==> config.mk <==
export PLATFORM = sky130hd
export DESIGN_NAME = drp_ref_profile_regs
export DESIGN_NICKNAME = d
export VERILOG_FILES = /design/src/design/drp_pkg.sv /design/src/design/drp_ref_profile_regs.sv
export VERILOG_INCLUDE_DIRS = /design/src /design/src/design
export SDC_FILE = /design/constraint.sdc
export NUM_CORES = 2
export LEC_CHECK = 0
export BUFFER_PORTS_ARGS = -buffer_cell sky130_fd_sc_hd__buf_2
export CORE_MARGIN = 5
export CORE_UTILIZATION = 61
export DETAILED_ROUTE_END_ITERATION = 12
export HOLD_SLACK_MARGIN = 0.15
export PLACE_DENSITY = 0.82
export SYNTH_ARGS = -nofsm -noshare
export SYNTH_HDL_FRONTEND = slang
export SYNTH_SLANG_ARGS = --single-unit
==> constraint.sdc <==
create_clock -name ref_clk -period 12.5 [get_ports ref_clk]
set_input_delay 1.875 -clock ref_clk [delete_from_list [all_inputs] [get_ports ref_clk]]
set_output_delay 1.875 -clock ref_clk [all_outputs]
set_load 0.01 [all_outputs]
==> src/design/drp_defs.svh <==
// register indices, field positions, reset values and bus codes of the profile bank
`ifndef DRP_DEFS_SVH
`define DRP_DEFS_SVH

// register indices (byte address is four times the index)
`define DRP_IDX_PRIO_EN      16'h0467
`define DRP_IDX_BW_LOW       16'h0468
`define DRP_IDX_BW_MID       16'h0469
`define DRP_IDX_BW_HIGH_FILT 16'h046a
`define DRP_IDX_INT_LOW      16'h046b
`define DRP_IDX_INT_MID      16'h046c
`define DRP_IDX_INT_HIGH     16'h046d
`define DRP_IDX_NUM_LOW      16'h046e
`define DRP_IDX_NUM_MID      16'h046f
`define DRP_IDX_NUM_HIGH     16'h0470
`define DRP_IDX_MOD_LOW      16'h0471
`define DRP_IDX_MOD_MID      16'h0472
`define DRP_IDX_MOD_HIGH     16'h0473

// second loop mirror banks: control, analog plus sync, reference profiles
`define DRP_IDX_MIR_CTRL_FIRST 16'h0500
`define DRP_IDX_MIR_CTRL_LAST  16'h051e
`define DRP_IDX_MIR_ANA_FIRST  16'h0530
`define DRP_IDX_MIR_ANA_LAST   16'h053e
`define DRP_IDX_MIR_REF_FIRST  16'h0540
`define DRP_IDX_MIR_REF_LAST   16'h0559

// storage slots
`define DRP_SLOTS         85
`define DRP_SLOT_MIR_CTRL 7'h0d
`define DRP_SLOT_MIR_ANA  7'h2c
`define DRP_SLOT_MIR_REF  7'h3b

// field positions and writable masks
`define DRP_EN_BIT     0
`define DRP_PRIO_LSB   1
`define DRP_BW16_BIT   0
`define DRP_FILT_BIT   1
`define DRP_MASK_PRIO  8'h07
`define DRP_MASK_BWHI  8'h03
`define DRP_MASK_INTHI 8'h03
`define DRP_MASK_FULL  8'hff

// reset values
`define DRP_PROFILE_RST 8'h00
`define DRP_MIRROR_RST  8'h00

// bus answers
`define DRP_RESP_OKAY   2'h0
`define DRP_RESP_SLVERR 2'h2

`endif

==> src/design/drp_pkg.sv <==
// types shared by the reference profile register bank
package drp_pkg;

    typedef enum logic [0:0] {
        DRP_RD_IDLE,
        DRP_RD_RESP
    } drp_rd_state_t;

    typedef logic [7:0] drp_byte_t;

    // slot lookup result: hit flag and storage slot
    typedef struct packed {
        logic hit;
        logic [6:0] slot;
    } drp_slot_t;

endpackage

==> src/design/drp_ref_profile_regs.sv <==
// fourth reference lock profile of the first digital loop, with second loop mirror banks
// ============================================================================
// Summary of operation
// - two-bit priority in bits 2:1, code 00 highest, 11 lowest, resets 00.
// - bit 0 lets the first digital loop lock to the fourth reference; resets 0.
// - seventeen-bit bandwidth in 0.1 Hz units over three registers, resets zero.
// - bit 1 of third bandwidth register picks high phase margin filter, 0 normal.
// - eighteen-bit integer feedback ratio minus one over three registers, resets zero.
// - twenty-four-bit fractional numerator, three bytes, low byte first, resets zero.
// - twenty-four-bit fractional modulus, three bytes, low byte first, resets zero.
// - second loop control bank mirrors first loop bank, raised by 0x0100.
// - second analog loop configuration mirrors first, raised by 0x0100.
// - second output sync and distribution bank mirrors first, raised by 0x0100.
// - second loop first-reference profile mirrors first loop bank, raised 0x0100.
// - second loop second-reference profile mirrors first loop bank, raised 0x0100.
//
// The AXI4-Lite register port is this design's own decision.
`timescale 1ns/100ps
`include "drp_defs.svh"

module drp_ref_profile_regs #(
    // reset value of the mirrored banks; copies the first loop defaults
    parameter logic [7:0] MIRROR_DEFAULT = `DRP_MIRROR_RST
) (
    // clock and reset
    input wire logic ref_clk,
    input wire logic rst_b,
    // axi4-lite write address
    input wire logic [15:0] s_axi_awaddr,
    input wire logic s_axi_awvalid,
    output logic s_axi_awready,
    // axi4-lite write data
    input wire logic [31:0] s_axi_wdata,
    input wire logic [3:0] s_axi_wstrb,
    input wire logic s_axi_wvalid,
    output logic s_axi_wready,
    // axi4-lite write response
    output logic [1:0] s_axi_bresp,
    output logic s_axi_bvalid,
    input wire logic s_axi_bready,
    // axi4-lite read address
    input wire logic [15:0] s_axi_araddr,
    input wire logic s_axi_arvalid,
    output logic s_axi_arready,
    // axi4-lite read data
    output logic [31:0] s_axi_rdata,
    output logic [1:0] s_axi_rresp,
    output logic s_axi_rvalid,
    input wire logic s_axi_rready,
    // enables and priorities of first, second and third references
    input wire logic [2:0] other_ref_enable,
    input wire logic [5:0] other_ref_priority,
    // reference choice of the first digital loop
    output logic sel_valid,
    output logic [1:0] sel_ref,
    // settings applied while the fourth reference is chosen
    output logic apply_active,
    output logic [16:0] loop_bandwidth,
    output logic filter_high_pm,
    output logic [18:0] integer_feedback_ratio,
    output logic [23:0] fractional_numerator,
    output logic [23:0] fractional_modulus
);

    // ========================================================================
    // address decode and write masks

    function automatic drp_pkg::drp_slot_t drp_decode(input logic [15:0] byte_addr);
        logic [15:0] idx;
        drp_pkg::drp_slot_t res;
        idx = {2'b00, byte_addr[15:2]};
        res = '0;
        if (idx >= `DRP_IDX_PRIO_EN && idx <= `DRP_IDX_MOD_HIGH) begin
            res.hit = 1'b1;
            res.slot = 7'(idx - `DRP_IDX_PRIO_EN);
        end else if (idx >= `DRP_IDX_MIR_CTRL_FIRST && idx <= `DRP_IDX_MIR_CTRL_LAST) begin
            res.hit = 1'b1;
            res.slot = 7'(idx - `DRP_IDX_MIR_CTRL_FIRST) + `DRP_SLOT_MIR_CTRL;
        end else if (idx >= `DRP_IDX_MIR_ANA_FIRST && idx <= `DRP_IDX_MIR_ANA_LAST) begin
            res.hit = 1'b1;
            res.slot = 7'(idx - `DRP_IDX_MIR_ANA_FIRST) + `DRP_SLOT_MIR_ANA;
        end else if (idx >= `DRP_IDX_MIR_REF_FIRST && idx <= `DRP_IDX_MIR_REF_LAST) begin
            res.hit = 1'b1;
            res.slot = 7'(idx - `DRP_IDX_MIR_REF_FIRST) + `DRP_SLOT_MIR_REF;
        end
        return res;
    endfunction

    // reserved bits of the profile never store, so they read back as zero
    function automatic logic [7:0] drp_mask(input logic [6:0] slot);
        logic [7:0] m;
        m = `DRP_MASK_FULL;
        if (slot == 7'(`DRP_IDX_PRIO_EN - `DRP_IDX_PRIO_EN)) begin
            m = `DRP_MASK_PRIO;
        end else if (slot == 7'(`DRP_IDX_BW_HIGH_FILT - `DRP_IDX_PRIO_EN)) begin
            m = `DRP_MASK_BWHI;
        end else if (slot == 7'(`DRP_IDX_INT_HIGH - `DRP_IDX_PRIO_EN)) begin
            m = `DRP_MASK_INTHI;
        end
        return m;
    endfunction

    // ========================================================================
    // write channel

    drp_pkg::drp_byte_t mem [`DRP_SLOTS];
    drp_pkg::drp_byte_t next_mem [`DRP_SLOTS];
    logic aw_got, next_aw_got;
    logic w_got, next_w_got;
    logic [15:0] aw_addr, next_aw_addr;
    logic [31:0] w_data, next_w_data;
    logic [3:0] w_strb, next_w_strb;
    logic bvalid, next_bvalid;
    logic [1:0] bresp, next_bresp;
    logic aw_have, w_have, wr_fire;
    logic [15:0] wr_addr;
    logic [31:0] wr_data;
    logic [3:0] wr_strb;
    drp_pkg::drp_slot_t wr_dec;

    assign s_axi_awready = !aw_got && !bvalid;
    assign s_axi_wready = !w_got && !bvalid;
    assign s_axi_bvalid = bvalid;
    assign s_axi_bresp = bresp;

    // address and data are taken in either order; the write lands once both are here
    assign aw_have = aw_got || (s_axi_awvalid && s_axi_awready);
    assign w_have = w_got || (s_axi_wvalid && s_axi_wready);
    assign wr_fire = aw_have && w_have && !bvalid;
    assign wr_addr = aw_got ? aw_addr : s_axi_awaddr;
    assign wr_data = w_got ? w_data : s_axi_wdata;
    assign wr_strb = w_got ? w_strb : s_axi_wstrb;
    assign wr_dec = drp_decode(wr_addr);

    always_comb begin
        next_mem = mem;
        next_aw_got = aw_have;
        next_w_got = w_have;
        next_aw_addr = aw_got ? aw_addr : s_axi_awaddr;
        next_w_data = w_got ? w_data : s_axi_wdata;
        next_w_strb = w_got ? w_strb : s_axi_wstrb;
        next_bvalid = bvalid && !s_axi_bready;
        next_bresp = bresp;
        if (wr_fire) begin
            next_aw_got = 1'b0;
            next_w_got = 1'b0;
            next_bvalid = 1'b1;
            next_bresp = wr_dec.hit ? `DRP_RESP_OKAY : `DRP_RESP_SLVERR;
            // narrow registers sit in byte lane 0 only
            if (wr_dec.hit && wr_strb[0]) begin
                next_mem[wr_dec.slot] = wr_data[7:0] & drp_mask(wr_dec.slot);
            end
        end
    end

    always_ff @(posedge ref_clk or negedge rst_b) begin
        if (!rst_b) begin
            for (int i = 0; i < `DRP_SLOTS; i++) begin
                // mirror banks start with the same defaults as their originals
                mem[i] <= (i < `DRP_SLOT_MIR_CTRL) ? `DRP_PROFILE_RST : MIRROR_DEFAULT;
            end
            aw_got <= 1'b0;
            w_got <= 1'b0;
            aw_addr <= 16'h0000;
            w_data <= 32'h0000_0000;
            w_strb <= 4'h0;
            bvalid <= 1'b0;
            bresp <= `DRP_RESP_OKAY;
        end else begin
            mem <= next_mem;
            aw_got <= next_aw_got;
            w_got <= next_w_got;
            aw_addr <= next_aw_addr;
            w_data <= next_w_data;
            w_strb <= next_w_strb;
            bvalid <= next_bvalid;
            bresp <= next_bresp;
        end
    end

    // ========================================================================
    // read channel

    drp_pkg::drp_rd_state_t rd_state, next_rd_state;
    logic [31:0] rdata, next_rdata;
    logic [1:0] rresp, next_rresp;
    drp_pkg::drp_slot_t rd_dec;

    assign s_axi_arready = (rd_state == drp_pkg::DRP_RD_IDLE);
    assign s_axi_rvalid = (rd_state == drp_pkg::DRP_RD_RESP);
    assign s_axi_rdata = rdata;
    assign s_axi_rresp = rresp;
    assign rd_dec = drp_decode(s_axi_araddr);

    always_comb begin
        next_rd_state = rd_state;
        next_rdata = rdata;
        next_rresp = rresp;
        case (rd_state)
            drp_pkg::DRP_RD_IDLE: begin
                if (s_axi_arvalid) begin
                    next_rd_state = drp_pkg::DRP_RD_RESP;
                    // mirrors read back their own storage
                    next_rdata = rd_dec.hit ? {24'h00_0000, mem[rd_dec.slot]} : 32'h0000_0000;
                    next_rresp = rd_dec.hit ? `DRP_RESP_OKAY : `DRP_RESP_SLVERR;
                end
            end
            drp_pkg::DRP_RD_RESP: begin
                if (s_axi_rready) begin
                    next_rd_state = drp_pkg::DRP_RD_IDLE;
                end
            end
            default: begin
                next_rd_state = drp_pkg::DRP_RD_IDLE;
            end
        endcase
    end

    always_ff @(posedge ref_clk or negedge rst_b) begin
        if (!rst_b) begin
            rd_state <= drp_pkg::DRP_RD_IDLE;
            rdata <= 32'h0000_0000;
            rresp <= `DRP_RESP_OKAY;
        end else begin
            rd_state <= next_rd_state;
            rdata <= next_rdata;
            rresp <= next_rresp;
        end
    end

    // ========================================================================
    // profile fields

    logic ref_enable;
    logic [1:0] prio_code;
    logic [16:0] bw_field;
    logic filt_field;
    logic [17:0] int_field;
    logic [23:0] num_field;
    logic [23:0] mod_field;

    assign ref_enable = mem[0][`DRP_EN_BIT];
    assign prio_code = mem[0][`DRP_PRIO_LSB +: 2];
    assign bw_field = {mem[3][`DRP_BW16_BIT], mem[2], mem[1]};
    assign filt_field = mem[3][`DRP_FILT_BIT];
    assign int_field = {mem[6][1:0], mem[5], mem[4]};
    assign num_field = {mem[9], mem[8], mem[7]};
    assign mod_field = {mem[12], mem[11], mem[10]};

    // ========================================================================
    // reference choice and applied settings

    logic next_sel_valid;
    logic [1:0] next_sel_ref;
    logic next_apply_active;
    logic [16:0] next_loop_bandwidth;
    logic next_filter_high_pm;
    logic [18:0] next_integer_feedback_ratio;
    logic [23:0] next_fractional_numerator;
    logic [23:0] next_fractional_modulus;

    always_comb begin
        logic [3:0] en;
        logic [7:0] pr;
        logic [1:0] best;
        en = {ref_enable, other_ref_enable};
        pr = {prio_code, other_ref_priority};
        best = 2'd3;
        next_sel_valid = 1'b0;
        next_sel_ref = 2'd0;
        // ties go to the lower-numbered reference
        for (int i = 0; i < 4; i++) begin
            if (en[i] && (!next_sel_valid || pr[2 * i +: 2] < best)) begin
                next_sel_valid = 1'b1;
                next_sel_ref = 2'(i);
                best = pr[2 * i +: 2];
            end
        end
        next_apply_active = next_sel_valid && (next_sel_ref == 2'd3);
        next_loop_bandwidth = 17'h0_0000;
        next_filter_high_pm = 1'b0;
        next_integer_feedback_ratio = 19'h0_0000;
        next_fractional_numerator = 24'h00_0000;
        next_fractional_modulus = 24'h00_0000;
        if (next_apply_active) begin
            next_loop_bandwidth = bw_field;
            next_filter_high_pm = filt_field;
            next_integer_feedback_ratio = {1'b0, int_field} + 19'h0_0001;
            next_fractional_numerator = num_field;
            next_fractional_modulus = mod_field;
        end
    end

    always_ff @(posedge ref_clk or negedge rst_b) begin
        if (!rst_b) begin
            sel_valid <= 1'b0;
            sel_ref <= 2'd0;
            apply_active <= 1'b0;
            loop_bandwidth <= 17'h0_0000;
            filter_high_pm <= 1'b0;
            integer_feedback_ratio <= 19'h0_0000;
            fractional_numerator <= 24'h00_0000;
            fractional_modulus <= 24'h00_0000;
        end else begin
            sel_valid <= next_sel_valid;
            sel_ref <= next_sel_ref;
            apply_active <= next_apply_active;
            loop_bandwidth <= next_loop_bandwidth;
            filter_high_pm <= next_filter_high_pm;
            integer_feedback_ratio <= next_integer_feedback_ratio;
            fractional_numerator <= next_fractional_numerator;
            fractional_modulus <= next_fractional_modulus;
        end
    end

    // helper: slot decoded from the write address one cycle earlier, taken every cycle
    logic [6:0] last_slot;
    always_ff @(posedge ref_clk or negedge rst_b) begin
        if (!rst_b) begin
            last_slot <= 7'h00;
        end else begin
            last_slot <= wr_dec.slot;
        end
    end
endmodule

==> qor.txt <==
status: complete, no violations
leak pwr: 19.48 nW
period utilization: 58.84%
sequential fraction of the synthesis area: 52.68%
# DRC: 0
Tmin final: 7.355 ns
via count: 30.22k
r2r endpoint: mem[177]
Root Buffer: clkbuf_16
min-delay worst type: reg -> reg
num ports: 214
# Post-CTS Setup Buffers: 0
number of global-route vias before repair: 29.60k
# nets final: 3,861
Final Skew: 0.03242 ns
Mapped Cells: 3,714
Detail Route Antenna Nets: 0
Vias/cell: 6.487
hold-critical path depth: 2
reg2reg path depth: 14
Switching Power: 0.001984 W
fmax: 136.0 MHz
Crit-path slowest cell: nor4bb_1
Hold Vio Cnt, Final: 0
Rows: 91
CTS Sinks: 806
die area: 67,870 sq um
CP max stage delay: 0.94 ns
WP data arrival: 7.88 ns
cell internal pwr: 0.004328 W
CP Max Fanout: 64
clock slew at reported path FFs: 0.06 ns
PD cells: 148.9 nW/um^2
FF+latch count, synth: 806
Finished Core Util: 68.45%
HPWL after DPL: 69.84 mm
Pre-Repair DR Iteration Count: 8
worst r2r src: aw_got
Inserted Clock Buffers: 83
Clk Latency, worst-skew pair: 0.67 ns
Die W: 260.5 um
max-slew violations: 0
Placement Cell Area: 39,620 sq um
final instance area: 42,400 sq um
RD Place Congestion: 0.9522
Req. time, crit path: 13.03 ns
initial DRC count: 3,917
FF-to-FF setup slack: 7.18 ns
maximum buffer depth of the clock tree: 3
Worst Setup End Kind: flop
FF+latch area: 20,170 sq um
Cell Area, Synth: 38,280 sq um
die height: 260.5 um
RSZ-0062 raised after global routing: false
Area growth syn-to-layout: 10.75%
Slew HR: 3.134%
Filler cells: 4,523
gr usage total: 33.37%
CTS tree: yes
Mean Syn Cell Area: 10.31 sq um
crit-path leading delay family: simple AND/OR/NAND/NOR gates
largest net degree at the start of global routing: 177
first-pass GRT wire length: 175.2 mm
layout cells sized above 1: 20.19%
total gr overflow: 0
Starting Density: 61.81%
Switching Fraction: 31.44%
WP buf/inv: 3
EDFF count, synth: 0
Hold Path End: mem[67]
initial antenna violation count: 8
hold_buf cts: 0
yosys warns: 0
Worst Path Class, Setup: in -> reg
combinational share of power: 17.6%
top_reg_cell synth: dfrtp_1
cell chain of the critical path: buf_2 > nor4bb_1 > nand2_1 > or4_1 > o21ai_4 > buf_4 > buf_4 > mux2i_1 > mux2i_1 > a22o_1 > nor4_1 > o21ai_0 > or3_1
DRT Wirelength: 114.3 mm
Worst setup SP type: primary input
max cap viols: 0
CORE AREA: 61,940 sq um
Worst-Margin Slew: 1.445 ns
Seq pwr share: 42.4%
clock power share: 40.0%
Max IR drop VDD: 0.0002117 V
final setup fails: 0
worst hold start: mem[67]
Avg WL per Cell: 24.54 um
most frequent cells in the layout: nand2_1, dfrtp_1, o21ai_0
most common cell after layout, fill and taps aside: nand2_1
setup TNS: 0 ns
FFs w/ async S/R, synth: 100.0%
I/O Buffers: 156
Multi-input gate area: 16,880 sq um
Synth cell types: 95
H-tree depth: 3
PostCTS Resize Cnt: 0
## power by group through the flow
stage	combinational, W	sequential [W]	clock (W)
6_report	0.00111	0.00268	0.00253
3_3_place_gp	0.00104	0.00272	0
3_5_place_dp	0.00105	0.00272	0
5_1_grt	0.00112	0.00268	0.00264
2_1_floorplan	0.000544	0.00272	0
4_1_cts	0.00105	0.00268	0.00253
## kinds of logic (layout without fill, tap and decap cells)
group | count (synthesis) | count (layout) | share of synthesized area [%]
AOI/OAI and AO/OA | 638 | 638 | 10.24
xor gates and xnor gates | 26 | 26 | 0.5948
adders and majority gates | 22 | 22 | 0.7125
buffers and inverters | 342 | 422 | 3.994
DFF | 806 | 806 | 52.68
muxes | 481 | 481 | 14.06
other | 1 | 28 | 0.009795
and+or+nand+nor | 1398 | 1398 | 17.71
## per-stage QoR
stage / total power (W) / hold slack, ns / worst slack [ns] / std cells
6_report: 0.006312 / 0.4749 / 5.145 / 4658
2_1_floorplan: 0.003262 / 0.4435 / 7.321 / 3739
3_3_place_gp: 0.003761 / 0.4550 / 4.924 / 4508
3_5_place_dp: 0.003771 / 0.4640 / 4.919 / 4508
5_1_grt: 0.006443 / 0.4975 / 5.086 / 4656
4_1_cts: 0.006264 / 0.4775 / 5.513 / 4656
## cell type report
type / count / share of cell area (%)
clock inverter: 30 / 0.9060
timing repair buffer: 220 / 3.116
clock buffer: 118 / 5.637
inverter: 54 / 0.4781
antenna: 2 / 0.01180
multi-input combinational: 2591 / 39.81
sequential: 806 / 47.57
tap: 837 / 2.470
## how the worst max path moves through the flow
stage | from | endpoint | slack [ns] | depth (start not counted)
after global placement | s_axi_araddr[10] | s_axi_rdata[0] | 4.92 | 13
after global routing | s_axi_araddr[10] | s_axi_rdata[0] | 5.09 | 13
after detailed placement | s_axi_araddr[10] | s_axi_rdata[0] | 4.92 | 13
after CTS | s_axi_araddr[10] | s_axi_rdata[0] | 5.51 | 13
after floorplan | s_axi_awaddr[2] | mem[120] | 7.32 | 14
final | s_axi_araddr[10] | s_axi_rdata[0] | 5.15 | 13
## synth_stat cells (16+ instances only)
| cell | count | area share, % |
|---|---|---|
| clkbuf_1 | 177 | 1.7 |
| ha_1 | 21 | 0.69 |
| nand3_1 | 162 | 2.1 |
| a311oi_1 | 52 | 1.2 |
| nand2_1 | 813 | 8.0 |
| mux2i_1 | 138 | 3.6 |
| buf_2 | 57 | 0.75 |
| o21ai_1 | 27 | 0.35 |
| nor2_4 | 21 | 0.62 |
| mux2_1 | 23 | 0.68 |
| mux2_4 | 16 | 0.63 |
| xnor2_1 | 19 | 0.43 |
| and2_1 | 89 | 1.5 |
| nand4_1 | 45 | 0.74 |
| dfrtp_1 | 806 | 53 |
| and3_1 | 78 | 1.3 |
| a21oi_1 | 17 | 0.22 |
| mux2_2 | 297 | 8.7 |
| inv_1 | 51 | 0.50 |
| a31oi_1 | 36 | 0.59 |
| o21ai_0 | 366 | 4.8 |
| buf_4 | 36 | 0.71 |
| nor3_1 | 23 | 0.30 |
| nor2_1 | 65 | 0.64 |
## layer usage
metal	global-route usage [%]	wire, um
met1	44.15	42300
met4	18.84	7855
met2	50.88	50970
met3	8.175	13170
met5	0	12
## registers in the layout, summed over array words and instances, names as in the netlist, 2 cells and up
register	flops
mem	644
fractional_modulus	24
fractional_numerator	24
integer_feedback_ratio	19
int_field	18
bw_field	17
loop_bandwidth	17
aw_addr	14
s_axi_rdata	8
w_data	8
sel_ref	2
## worst min-delay path: stages (launching register included)
cell     delay (ns)
dfrtp_1        0.34
nand2_1        0.04
o21ai_0        0.06
Note: power is estimated with default switching activity, not from simulation.
